===== src/nfm_pkg.sv =====
// Package for the file address mapper: file selections, memory layout and request carriers.
package nfm_pkg;

   localparam int ADDR_W = 16;

   // File selection state, one-hot.
   typedef enum logic [3:0] {
      NFM_SEL_NONE = 4'h1,
      NFM_SEL_APP  = 4'h2,
      NFM_SEL_CC   = 4'h4,
      NFM_SEL_NDEF = 4'h8
   } nfm_sel_t;

   // Select command targets as carried on the select port (selTarget).
   typedef enum logic [1:0] {
      NFM_TGT_APP  = 2'h0,
      NFM_TGT_CC   = 2'h1,
      NFM_TGT_NDEF = 2'h2,
      NFM_TGT_NONE = 2'h3
   } nfm_tgt_t;

   localparam logic [15:0] BLOCK_BYTES = 16'h0010;
   localparam logic [15:0] CC_PHYS_BASE = 16'h0180;
   localparam logic [15:0] CC_BLOCK = 16'h0018;
   localparam logic [15:0] LEN_FIELD_PHYS_BASE = 16'h000C;
   localparam logic [15:0] LEN_FIELD_SIZE = 16'h0002;
   localparam logic [15:0] MSG_PHYS_BASE = 16'h0010;
   localparam logic [15:0] MSG_LAST_BLOCK = 16'h0017;

   // Status words returned to the command layer.
   localparam logic [15:0] SW_OK = 16'h9000;
   localparam logic [15:0] SW_NOT_SELECTED = 16'h6986;
   localparam logic [15:0] SW_OUT_OF_RANGE = 16'h6A82;

   // Translation request: start offset and byte count of an access in the selected file.
   typedef struct packed {
      logic [15:0] selAddr;
      logic [7:0] len;
   } nfm_req_t;

   // Translation answer for the first byte of the access.
   typedef struct packed {
      logic [15:0] physAddr;
      logic [15:0] statusWord;
      logic ok;
   } nfm_rsp_t;

endpackage


===== src/nfm_file_mapper.sv =====
// File address mapper: translates file select addresses to nonvolatile memory addresses.
// A range access is walked byte by byte; each byte gets its own physical address so
// one command can cross the gap between length field and body.
// A select command that arrives during a walk is dropped rather than queued, so the
// reader must wait for the end of an access before changing files.
// Requests that arrive during a walk get no answer at all; the command layer above
// must keep to one access at a time.
`timescale 1ns/1ns

module nfm_file_mapper (
   input wire logic sys_clk,
   input wire logic rst_b,
   input wire logic selValid,
   input wire nfm_pkg::nfm_tgt_t selTarget,
   input wire logic reqValid,
   input wire nfm_pkg::nfm_req_t req,
   input wire logic byteNext,
   output nfm_pkg::nfm_rsp_t rsp,
   output logic rspValid,
   output logic byteValid,
   output logic [15:0] byteAddr,
   output logic accessDone,
   output logic [3:0] selState
);

   // The external reset is asserted asynchronously. Its release is passed through
   // two flip-flops so that every register below leaves reset on the same clock edge,
   // while an assertion still clears them at once.
   logic rstMeta_q;
   logic rstSync_q;
   logic rstN;

   always_ff @(posedge sys_clk or negedge rst_b) begin
      if (!rst_b) begin
         rstMeta_q <= 1'b0;
         rstSync_q <= 1'b0;
      end else begin
         rstMeta_q <= 1'b1;
         rstSync_q <= rstMeta_q;
      end
   end
   assign rstN = rstSync_q;

   // Current file selection. It starts with no file chosen, so any access before a
   // select command is refused.
   nfm_pkg::nfm_sel_t sel_q;
   nfm_pkg::nfm_sel_t sel_d;

   // Selection changes only on a select command.
   always_comb begin
      sel_d = sel_q;
      if (selValid) begin
         case (selTarget)
            nfm_pkg::NFM_TGT_APP: sel_d = nfm_pkg::NFM_SEL_APP;
            nfm_pkg::NFM_TGT_CC: sel_d = nfm_pkg::NFM_SEL_CC;
            nfm_pkg::NFM_TGT_NDEF: sel_d = nfm_pkg::NFM_SEL_NDEF;
            default: sel_d = nfm_pkg::NFM_SEL_NONE;
         endcase
      end
   end

   // File extents in bytes. The container is one block; the message file is the
   // two length bytes plus blocks 1 to 23.
   localparam logic [16:0] CC_SIZE = {1'b0, nfm_pkg::BLOCK_BYTES};
   // The sizes are kept at 17 bits so that the end of an access near the top of the
   // 16-bit offset range cannot wrap around and look as if it were inside the file.
   localparam logic [16:0] NDEF_SIZE = {1'b0, nfm_pkg::LEN_FIELD_SIZE} +
      17'({nfm_pkg::MSG_LAST_BLOCK, 4'h0}) + 17'({1'b0, nfm_pkg::BLOCK_BYTES})
      - 17'({1'b0, nfm_pkg::MSG_PHYS_BASE});

   // Range check for a whole request. The access is taken only when every byte of it
   // lies inside the selected file; a partial access is never started, so memory is
   // not touched by a refused command.
   wire isCc = (sel_q == nfm_pkg::NFM_SEL_CC);
   wire isNdef = (sel_q == nfm_pkg::NFM_SEL_NDEF);
   wire [16:0] reqEnd = {1'b0, req.selAddr} + {9'h000, req.len};
   wire [16:0] fileSize = isCc ? CC_SIZE : NDEF_SIZE;
   wire fileOpen = isCc | isNdef;
   wire lenZero = (req.len == 8'h00);
   wire inRange = !lenZero && (reqEnd <= fileSize);

   // Walk state: the select offset of the byte on offer, the bytes still to go and
   // which file the walk belongs to. The file is latched at the start so that the
   // translation of one access cannot change halfway through.
   logic [15:0] walkAddr_q;
   logic [7:0] walkLeft_q;
   logic walking_q;
   logic walkCc_q;

   // Per-byte translation for the byte currently walked.
   // The container maps straight onto its block. The message file has two regions:
   // the length field at bytes 12 and 13 of block 0 and the body from block 1 on, so the
   // two bytes between them are skipped.
   wire inLenField = (walkAddr_q < nfm_pkg::LEN_FIELD_SIZE);
   wire [15:0] ccPhys = nfm_pkg::CC_PHYS_BASE + walkAddr_q;
   wire [15:0] lenFieldPhys = nfm_pkg::LEN_FIELD_PHYS_BASE + walkAddr_q;
   wire [15:0] msgPhys = nfm_pkg::MSG_PHYS_BASE + walkAddr_q
      - nfm_pkg::LEN_FIELD_SIZE;
   wire [15:0] ndefPhys = inLenField ? lenFieldPhys : msgPhys;
   wire [15:0] curPhys = walkCc_q ? ccPhys : ndefPhys;

   // Address the first byte as the answer, so a caller can check the start mapping.
   // This is worked from the request itself, since the walk registers are loaded on
   // the same edge that launches the first byte address.
   wire firstLen = (req.selAddr < nfm_pkg::LEN_FIELD_SIZE);
   wire [15:0] startPhys = isCc ? (nfm_pkg::CC_PHYS_BASE + req.selAddr) :
      firstLen ? (nfm_pkg::LEN_FIELD_PHYS_BASE + req.selAddr) :
      (nfm_pkg::MSG_PHYS_BASE + req.selAddr - nfm_pkg::LEN_FIELD_SIZE);

   // Status for a request seen while idle. A missing selection is reported before a
   // range fault, because the file extent means nothing without a file.
   wire accept = reqValid && !walking_q && fileOpen && inRange;
   wire [15:0] swNext = !fileOpen ? nfm_pkg::SW_NOT_SELECTED :
      !inRange ? nfm_pkg::SW_OUT_OF_RANGE : nfm_pkg::SW_OK;
   wire stepByte = walking_q && byteNext;
   wire lastByte = (walkLeft_q == 8'h01);

   // Selection, answer and walk registers. The answer is given once per request seen
   // while idle; during a walk a request is ignored entirely, which keeps the answer
   // of the running access standing until the walk has ended.
   always_ff @(posedge sys_clk or negedge rstN) begin
      if (!rstN) begin
         sel_q <= nfm_pkg::NFM_SEL_NONE;
         walking_q <= 1'b0;
         walkCc_q <= 1'b0;
         walkAddr_q <= 16'h0000;
         walkLeft_q <= 8'h00;
         rsp <= '0;
         rspValid <= 1'b0;
         accessDone <= 1'b0;
      end else begin
         // A new selection is held off while a walk is under way.
         sel_q <= walking_q ? sel_q : sel_d;
         rspValid <= reqValid && !walking_q;
         accessDone <= stepByte && lastByte;
         if (reqValid && !walking_q) begin
            rsp.physAddr <= accept ? startPhys : 16'h0000;
            rsp.statusWord <= swNext;
            rsp.ok <= accept;
         end
         if (accept) begin
            walking_q <= 1'b1;
            walkCc_q <= isCc;
            walkAddr_q <= req.selAddr;
            walkLeft_q <= req.len;
         end else if (stepByte) begin
            walkAddr_q <= walkAddr_q + 16'h0001;
            walkLeft_q <= walkLeft_q - 8'h01;
            walking_q <= !lastByte;
         end
      end
   end

   // Byte address outputs registered from the walk state of the next cycle.
   // The next address is worked out ahead so that byteAddr comes straight from a
   // flip-flop; the cost is a second copy of the translation for the stepped offset.
   // Without a step the address simply stands, which lets a slow consumer stall.
   logic [15:0] nextAddr;
   logic nextValid;
   always_comb begin
      nextValid = walking_q && !(stepByte && lastByte);
      nextAddr = curPhys;
      if (stepByte && !lastByte) begin
         if (walkCc_q) begin
            nextAddr = ccPhys + 16'h0001;
         end else if (walkAddr_q + 16'h0001 < nfm_pkg::LEN_FIELD_SIZE) begin
            nextAddr = lenFieldPhys + 16'h0001;
         end else begin
            // Crossing from the length field into the body lands on block 1.
            nextAddr = nfm_pkg::MSG_PHYS_BASE + walkAddr_q + 16'h0001
               - nfm_pkg::LEN_FIELD_SIZE;
         end
      end
      if (accept) begin
         nextValid = 1'b1;
         nextAddr = startPhys;
      end
   end

   // Output registers. selState follows the selection that sel_q will hold after
   // this edge, so the reported state and the translation disagree only when a select command comes in the same cycle as an accepted request.
   always_ff @(posedge sys_clk or negedge rstN) begin
      if (!rstN) begin
         byteValid <= 1'b0;
         byteAddr <= 16'h0000;
         selState <= nfm_pkg::NFM_SEL_NONE;
      end else begin
         byteValid <= nextValid;
         byteAddr <= nextAddr;
         selState <= walking_q ? sel_q : sel_d;
      end
   end

endmodule


===== config.mk =====
export PLATFORM = sky130hd
export DESIGN_NAME = nfm_file_mapper
export DESIGN_NICKNAME = d
export VERILOG_FILES = /design/src/nfm_pkg.sv /design/src/nfm_file_mapper.sv
export SDC_FILE = /design/constraint.sdc
export NUM_CORES = 1
export LEC_CHECK = 0
export ABC_CLOCK_PERIOD_IN_PS = 2600
export BUFFER_PORTS_ARGS = -buffer_cell sky130_fd_sc_hd__buf_2
export CAP_MARGIN = 20
export CORE_ASPECT_RATIO = 1.1
export CORE_MARGIN = 1
export CORE_UTILIZATION = 55
export DETAILED_ROUTE_END_ITERATION = 16
export GPL_ROUTABILITY_DRIVEN = 0
export PLACE_DENSITY = 0.76
export SLEW_MARGIN = 30
export SYNTH_ARGS = -nofsm -noshare
export SYNTH_HDL_FRONTEND = slang
export SYNTH_SLANG_ARGS = --single-unit

===== constraint.sdc =====
create_clock -name sys_clk -period 2.6 [get_ports sys_clk]
set_clock_uncertainty 0.05 [all_clocks]
set_input_delay 0.52 -clock sys_clk [delete_from_list [all_inputs] [get_ports sys_clk]]
set_output_delay 0.52 -clock sys_clk [all_outputs]
set_load 0.1 [all_outputs]

Word level (Yosys, flattened, before mapping):

Index checks and enable logic that the tools add are counted.

* $add $sub $neg: 15
* order comparisons: 4
* eq/ne operators: 5
* multiplexer cells: 22
* bitwise operators: 2
* reduce and logical (&&, ||, !) cells: 16

Operators with widths (count)
* 16-bit 2-to-1 mux: 13
* 16-bit by 1-bit adder with 16-bit output, second input constant: 4
* 16-bit by 2-bit less-than comparator with 1-bit output, second input constant: 3
* 16-bit by 2-bit subtractor with 16-bit output, second input constant: 3
* 4-bit by 16-bit adder with 16-bit output, first input constant: 2
* 5-bit by 16-bit adder with 16-bit output, first input constant: 2
* 9-bit by 16-bit adder with 16-bit output, first input constant: 2
* 16-bit by 8-bit adder with 17-bit output: 1
* 17-bit by 9-bit <= comparator with 1-bit output: 1
* 8-bit 2-to-1 mux: 2
* 4-bit case mux with 3 select lines: 1
* 9-bit 2-to-1 mux: 1
* 8-bit by 1-bit == test with 1-bit output, second input constant: 1
* 1-bit logical AND: 8
* 8-bit zero test: 1
* 4-bit 2-to-1 mux: 2
* 8-bit by 1-bit subtractor with 8-bit output, second input constant: 1
* 4-bit by 3-bit == test with 1-bit output, second input constant: 1
* 4-bit == test, second input constant: 1
* 1-bit zero test: 4
* 1-bit 2-to-1 mux: 3
* 2-bit by 1-bit == test with 1-bit output, second input constant: 1
* 2-bit == test, second input constant: 1
* 2-bit zero test: 1
* other kinds (4): 4

* flip-flop bits (word level): 84
* output and inout port bits: 56
* word-level logic and storage cells: 78

Longest topological paths before layout:

Gate-level depths: netlist of run 1.

* depth in word-level cells: 7
* depth in mapped cells: 18

Least setup slack after synthesis of run 1:

No wires, ideal clock.

* path kind: input-to-reg
* start: input req[0] (netlist name)
* end: register byteAddr[1]
* arrival: 3.792 ns
* path slack: -1.367 ns
* cell stages on the path: 17
* path buffers: 1
* cells stage by stage: ha_1 > inv_1 > fa_1 > nor2b_1 > o31ai_4 > nand2b_1 > a21oi_1 > xnor2_1 > ha_1 > a21o_1 > nor3b_1 > o221ai_1 > a21o_1 > or4_1 > buf_2 > clkinv_2 > mux2_2

* longest elaborated chain between the ends: 5
* elaborated cells on any way between the ends: 7

RTL lines
* start, declared: line nfm_file_mapper.sv:16 `input wire nfm_pkg::nfm_req_t req,`
* 16-bit by 8-bit adder with 17-bit output / 8-bit zero test (equally long branches): line nfm_file_mapper.sv:76, nfm_file_mapper.sv:79
* 17-bit by 9-bit <= comparator with 1-bit output / 1-bit zero test (equally long branches): line nfm_file_mapper.sv:80 `wire inRange = !lenZero && (reqEnd <= fileSize);`
* 1-bit logical AND (*): line nfm_file_mapper.sv:80
* 1-bit logical AND (*): line nfm_file_mapper.sv:112 `wire accept = reqValid && !walking_q && fileOpen && inRange;`
* 16-bit 2-to-1 mux (*): line nfm_file_mapper.sv:174 `if (accept) begin`
* net nextAddr[1]: line nfm_file_mapper.sv:158 `logic [15:0] nextAddr;`
* end signal, assigned: line nfm_file_mapper.sv:189 `byteAddr <= nextAddr;`
* end, declared: line nfm_file_mapper.sv:21 `output logic [15:0] byteAddr,`

The timed path passes the listed nets; every way through them passes the cells marked *.
A chain may end at the register's enable or synchronous reset.

Final worst setup path of run 1:

* start: input req[0] (netlist name)
* end: register walkAddr_q[5]

* longest elaborated chain between the ends: 5
* elaborated cells on any way between the ends: 8

RTL lines
* 16-bit by 8-bit adder with 17-bit output / 8-bit zero test (equally long branches): line nfm_file_mapper.sv:76, nfm_file_mapper.sv:79
* 17-bit by 9-bit <= comparator with 1-bit output / 1-bit zero test (equally long branches): line nfm_file_mapper.sv:80
* 1-bit logical AND (*): line nfm_file_mapper.sv:80
* 1-bit logical AND (*): line nfm_file_mapper.sv:112
* 16-bit 2-to-1 mux / 2-bit nonzero test (equally long branches)
* end signal, assigned: line nfm_file_mapper.sv:144 `walkAddr_q <= req.selAddr;`
* end signal, assigned: line nfm_file_mapper.sv:147 `walkAddr_q <= walkAddr_q + 16'h0001;`
* end, declared: line nfm_file_mapper.sv:85 `logic [15:0] walkAddr_q;`

Every way passes the cells marked *; elsewhere a longest branch is shown, timed or not.

==> flow_summary.yaml, run 1 <==
worst_setup_path:
  cp-startpoint: "req[0]"
  r2r_cells: 10
  path_max_fanout: 7
  worstSetupStartpointType: "input port"
  r2r_slack_ns: -0.58
  path_class: "in2reg"
  arrival_ns: 3.74
  end_kind: "flop"
  cp.required_ns: 2.81
  timing.rr.start: "walkAddr_q[2]"
  reg2reg_to: "byteAddr[3]"
floorplanning:
  dieArea_um2: 12700
  rows: 42
  ios: 87
  core_um2: 12000
  die_w_um: 108
  die_h_um: 118
  initial_utilization_pct: 56.4
logic_synthesis:
  async_flop_share_pct: 100
  synth_sequential_area_ratio_pct: 26.7
  syn_area_per_cell_um2: 7.83
  yosysWarningCount: 0
  synthFlopType: "dfrtp_1"
  ys_seq_elements: 72
  synth-edff-count: 0
  syn_inst: 863
  synth_area_um2: 6760
  synthDistinctLibCells: 77
timing:
  final-setup-viol-count: 58
  max_slew_margin_pct: 57.4
  fin_crit_ns: 3.53
  hold_ws_ns: 0.219
  clock.fmax_ghz: 0.283
  fin_setup_tns_ns: -47.54
  setup_slack_ns: -0.931
  tightestPinTransition_ns: 0.639
  slew_violations: 0
  rsz0062_at_grt: "true"
  post-route-period-util_pct: 136
  hold_viol: 0
global_routing:
  track_usage_pct: 39.0
  antenna_found_initial: 0
  grt_overflow: 0
  grt_pass1_vias: 7717
  grt_max_degree: 71
  grt_pass1_wl_um: 38200
layout:
  nets: 1175
  drive_above_1_share_pct: 33.4
  antenna-diode-count: 0
  final_util_pct: 77.5
  area_delta_synth_final_pct: 37.4
drt:
  wirelength_um: 24200
  dr_total_vias: 7972
  drt-initial-drc-count: 939
  ant_nets: 0
  wire_per_inst_um: 19.1
  dr.pass1.iters: 6
  drc: 0
  viasPerCell: 6.29
power_and_ir_drop:
  power.density_nw_per_um2: 445
  leakage_nw: 4.34
  irDropWorstVdd_mv: 0.368
clock_tree:
  clk_pin_slew_ns: 0.06
  numCtsBuffers: 9
  htree_num_levels: 3
  tritoncts: "built"
  clock_latency_ns: 0.34
  numClockSinks: 72
  max-clock-path-buffers: 2
  cts-root-buf: "clkbuf_16"
outcome:
  status: "complete, but fails checks"
  violations: "negative setup slack"
min_path:
  hp-class: "reg2async"
run:
  cap_violations: 0
placement:
  dpl.hpwl_um: 17400
  portBuffers: 80
-- what timing repair did --
item | CTS | global route
hold buffers | 1 | 0
cloned | 0 | 0
pin swaps | 19 | 13
endpoints found under the hold margin | 2 | 0
setup endpoints to repair | 58 | 58
buffers inserted | 8 | 4
gates resized for setup | 39 | 18
-- state kept, by name, indices dropped and copies added (netlist names) --
name and cells:
walkCc_q 1, accessDone 1, walkAddr_q 16, byteValid 1
byteAddr 16, rsp 21, rstMeta_q 1, walking_q 1
rspValid 1, walkLeft_q 8, rstN 1, selState 4
-- Yosys cell counts (18+ instances only) --
master,instances,share of area [%]
nor2_1,73,4.1
dfrtp_1,71,26
xor2_1,35,4.5
nand3_1,31,2.3
buf_2,18,1.3
nand2_1,93,5.2
xnor2_1,46,6.0
a21oi_1,55,4.1
inv_1,25,1.4
clkbuf_1,35,1.9
nor3_1,28,2.1
o21ai_0,43,3.2
ha_1,35,6.5
-- worst max path at each step --
| stage | end | slack (ns) | depth (start not counted) |
|---|---|---|---|
| 2_1_floorplan | byteAddr[1] | -1.07 | 17 |
| 3_3_place_gp | walkLeft_q[1] | -1.43 | 18 |
| 3_5_place_dp | walkLeft_q[1] | -1.54 | 18 |
| 4_1_cts | byteAddr[15] | -0.92 | 18 |
| 5_1_grt | walkAddr_q[5] | -1.04 | 18 |
| 6_report | walkAddr_q[5] | -0.93 | 18 |
-- routing by layer --
| layer | part of all wire [%] | wire length, µm | GRT usage (%) |
|---|---|---|---|
| met2 | 47 | 11400 | 63.1 |
| met1 | 38 | 9120 | 45.8 |
| met4 | 6.9 | 1680 | 25.4 |
| met3 | 8.2 | 1990 | 8.77 |
| met5 | 0 | 0 | 0 |
-- layout by cell type (no fill, tap or decap), types with 6 or more instances in the layout --
| cell type | Yosys | final |
|---|---|---|
| buf_4 | 16 | 213 |
| nand2_1 | 93 | 86 |
| clkbuf_16 | 0 | 9 |
| o21a_1 | 6 | 6 |
| nand4_1 | 16 | 16 |
| nand2b_1 | 9 | 9 |
| nor4_1 | 16 | 16 |
| inv_1 | 25 | 24 |
| o211ai_1 | 10 | 10 |
| and2_1 | 9 | 9 |
| a21oi_1 | 55 | 46 |
| ha_1 | 35 | 33 |
| o31ai_1 | 9 | 9 |
| buf_2 | 18 | 78 |
| and3_1 | 10 | 8 |
| a211oi_1 | 9 | 8 |
| a22o_1 | 7 | 7 |
| nor2_1 | 73 | 71 |
| a211o_1 | 6 | 6 |
| xnor2_1 | 46 | 46 |
| nand2_2 | 1 | 7 |
| dfrtp_1 | 71 | 70 |
| conb_1 | 2 | 7 |
| a21o_1 | 7 | 7 |
| mux2i_1 | 12 | 12 |
| a21oi_2 | 0 | 8 |
| or3_1 | 11 | 11 |
| a31oi_1 | 9 | 9 |
| nand3_1 | 31 | 30 |
| nor3_1 | 28 | 26 |
| xor2_1 | 35 | 35 |
| o21ai_0 | 43 | 38 |
| and4_1 | 7 | 7 |
| o21ai_1 | 6 | 7 |
-- cells by family after synthesis --
| logic type | Yosys count | synth area share (%) |
|---|---|---|
| AOI/OAI and AO/OA | 212 | 20.6 |
| muxes | 14 | 2.11 |
| other | 2 | 0.111 |
| DFF | 72 | 26.7 |
| and+or+nand+nor | 343 | 26.1 |
| adders and majority gates | 36 | 6.78 |
| buffers and inverters | 103 | 7.09 |
| xor gates and xnor gates | 81 | 10.5 |
-- cell type report --
class | instances | area (µm²)
clock buffer | 10 | 229
clock inverter | 6 | 50.0
fill | 790 | 2700
inverter | 28 | 118
multi-input combinational | 693 | 4700
sequential | 72 | 1800
tap | 154 | 193
timing repair buffer | 304 | 2180
-- metrics by stage --
stage	cells	setup WS (ns)	cell area (µm²)	total power, W
after floorplan	868	-1.07	6860	0.00232
after detailed placement	1240	-1.54	8720	0.00283
after global placement	1240	-1.43	8720	0.00280
after global routing	1267	-1.04	9280	0.00428
after CTS	1264	-0.921	9200	0.00405
final	1267	-0.931	9280	0.00413
-- report_power, final --
part           internal [W]  total, W  switching [W]  leakage (nW)
combinational      0.000580   0.00157       0.000992          3.27
sequential          0.00124   0.00135       0.000113         0.941
clock              0.000659   0.00121       0.000551         0.130
total               0.00248   0.00413        0.00166          4.34
-- critical path, stage by stage --
cell      delay, ns
buf_8          0.10
ha_4           0.15
inv_2          0.05
fa_2           0.23
nor2b_4        0.06
o31ai_4        0.26
nand2b_1       0.10
a21oi_2        0.13
xnor2_1        0.09
ha_1           0.32
a21o_1         0.20
nor3b_2        0.18
o221ai_2       0.11
a21o_1         0.21
or4_4          0.53
buf_8          0.18
buf_6          0.13
a21oi_1        0.16
No activity file was read; power rests on OpenSTA's default activity.
==> run 2, diff against run 1 <==
--- a/config.mk
+++ b/config.mk
@@ -10,10 +10,9 @@
 export CAP_MARGIN = 20
 export CORE_ASPECT_RATIO = 1.1
 export CORE_MARGIN = 1
-export CORE_UTILIZATION = 55
+export CORE_UTILIZATION = 45
 export DETAILED_ROUTE_END_ITERATION = 16
 export GPL_ROUTABILITY_DRIVEN = 0
-export PLACE_DENSITY = 0.76
 export SLEW_MARGIN = 30
 export SYNTH_ARGS = -nofsm -noshare
 export SYNTH_HDL_FRONTEND = slang
==> run 2 against run 1 <==
The run still ends with negative setup slack left; utilization down 12 points; critical endpoint is now walkAddr_q[1]; combinational power up 3%; flip-flop and latch count unchanged; sequential share of layout area down 0.61 points; die area up 22%; setup slack better by 0.068 ns; critical path depth up 1; via count down 3.6%.
==> flow_summary.yaml, run 2 (synthesized netlist as in run 1, its figures left out) <==
worst_setup_path:
  timing.rr.start: "walkAddr_q[1]"
  path_max_fanout: 8
  end_kind: "flop"
  r2r_slack_ns: -0.54
  cp_num_buf_inv: 4
  r2r_cells: 11
  path_class: "in2reg"
  reg2reg_to: "byteAddr[6]"
  worstSetupStartpointType: "input port"
  cpMaxStageDelayCell: "or4_4"
  arrival_ns: 3.68
  critPathTopFamily: "compound AO/OA/AOI/OAI gates"
  max_stage_delay_ns: 0.43
  cp.required_ns: 2.82
  path_cells: "buf_8, ha_4, inv_2, fa_2, nor2b_4, o31ai_4, nand2b_1, a21oi_2, xnor2_1, ha_1, and4b_1, o311a_1, o221ai_1, a21o_1, or4_4, buf_12, buf_6, and3_1, a21oi_1"
clock_tree:
  max-clock-path-buffers: 2
  clock_latency_ns: 0.35
  numCtsBuffers: 9
  htree_num_levels: 3
  clk_pin_slew_ns: 0.06
  numClockSinks: 72
  cts-root-buf: "clkbuf_16"
  tritoncts: "built"
power_and_ir_drop:
  irDropWorstVdd_mv: 0.371
  power.density_nw_per_um2: 453
  leakage_nw: 4.46
placement:
  dpl.hpwl_um: 19300
  portBuffers: 80
  dp_cells: 1291
  dpl_cell_area_um2: 8860
timing:
  fin_crit_ns: 3.46
  setup_slack_ns: -0.863
  rsz0062_at_grt: "true"
  hold_viol: 0
  max_slew_margin_pct: 65.1
  final-setup-viol-count: 58
  slew_violations: 0
  post-route-period-util_pct: 133
  hold_ws_ns: 0.0975
  tightestPinTransition_ns: 0.519
  clock.fmax_ghz: 0.289
drt:
  drc: 0
  viasPerCell: 5.84
  wire_per_inst_um: 19.0
  dr_total_vias: 7687
  drt-initial-drc-count: 559
  wirelength_um: 25000
  dr.pass1.iters: 6
  ant_nets: 0
layout:
  top_regs: "rsp: 21 flops, byteAddr: 16 flops, walkAddr_q: 16 flops"
  final_cell_mix: "220 x buf_4, 87 x nand2_1, 78 x buf_2"
  layout_commonest_cell: "buf_4"
  seqCellArea_um2: 1800
  multi_input_area_um2: 4770
  final_area_um2: 9580
  antenna-diode-count: 0
  area_delta_synth_final_pct: 41.8
  top_register: "rsp"
  largest_reg_flops: 21
  fillers: 1256
  layout.cells.non_filler: 1317
  nets: 1187
  drive_above_1_share_pct: 34.8
global_routing:
  grt_overflow: 0
  grt_pass1_vias: 7478
  grt_max_degree: 60
  antenna_found_initial: 0
  track_usage_pct: 32.6
  grt_pass1_wl_um: 39100
min_path:
  hp-class: "reg2async"
floorplanning:
  die_h_um: 131
  core_um2: 14600
  ios: 87
  die_w_um: 119
  dieArea_um2: 15500
  initial_utilization_pct: 46.4
  rows: 46
outcome:
  status: "complete, but fails checks"
  violations: "negative setup slack"
run:
  cap_violations: 0
run 2: cell types whose count changed in the layout (fill, tap and decap cells not counted), moves of 2 or more:
cell and delta:
buf_6 +3, nor2_2 +3, clkbuf_16 +2, a21oi_2 -2, inv_6 -2, a21oi_4 +2
nor2_1 -7, nor2_4 +4, nand2_2 -2, buf_4 +7, bufinv_16 +2
run 2: where the power goes:
part | internal (W) | total [W] | switching [W]
Clock | 0.000851 | 0.00137 | 0.000524
Sequential | 0.00124 | 0.00135 | 0.000109
Combinational | 0.000619 | 0.00162 | 0.00100
Total | 0.00271 | 0.00435 | 0.00164
run 2: worst max-delay path by stage:
stage,startpoint,to,slack [ns],cells past startpoint
final,req[0],walkAddr_q[1],-0.86,19
after global routing,req[1],walkAddr_q[10],-0.99,18
after CTS,req[0],walkAddr_q[10],-0.82,19
after detailed placement,req[8],walkAddr_q[1],-1.47,19
after global placement,req[0],walkAddr_q[15],-1.38,19
after floorplan,req[0],byteAddr[1],-1.07,17
run 2: cell type report:
class,instances,share of cell area [%]
clock buffer,9,2.35
clock inverter,7,1.08
inverter,28,1.23
multi-input combinational,693,49.7
sequential,72,18.8
tap,192,2.51
timing repair buffer,316,24.3
run 2: through the flow:
step	setup TNS [ns]	total power, W	util [%]	worst slack, ns
floorplan	-53.48	0.00232	-	-1.07
global placement	-73.24	0.00285	60.9	-1.38
detailed placement	-77.65	0.00289	60.9	-1.47
CTS	-41.15	0.00430	64.4	-0.819
global route	-51.79	0.00453	65.8	-0.990
finish	-44.88	0.00435	65.8	-0.863
run 2: what timing repair did:
| item | 4_1_cts | 5_1_grt |
|---|---|---|
| hold buffers | 1 | 0 |
| setup buffers | 5 | 2 |
| endpoints found under the hold margin | 2 | 0 |
| pin swaps | 16 | 2 |
| setup endpoints to repair | 58 | 58 |
| resized for setup | 36 | 36 |
| gates cloned | 0 | 2 |
run 2: metal layers:
| metal | vias to the layer above | GRT usage [%] | part of all wire (%) |
|---|---|---|---|
| met4 | 0 | 17.5 | 4.7 |
| met2 | 334 | 56.5 | 49 |
| li1 | 3611 | - | - |
| met5 | - | 0 | 0 |
| met3 | 83 | 5.34 | 6.0 |
| met1 | 3659 | 39.0 | 40 |
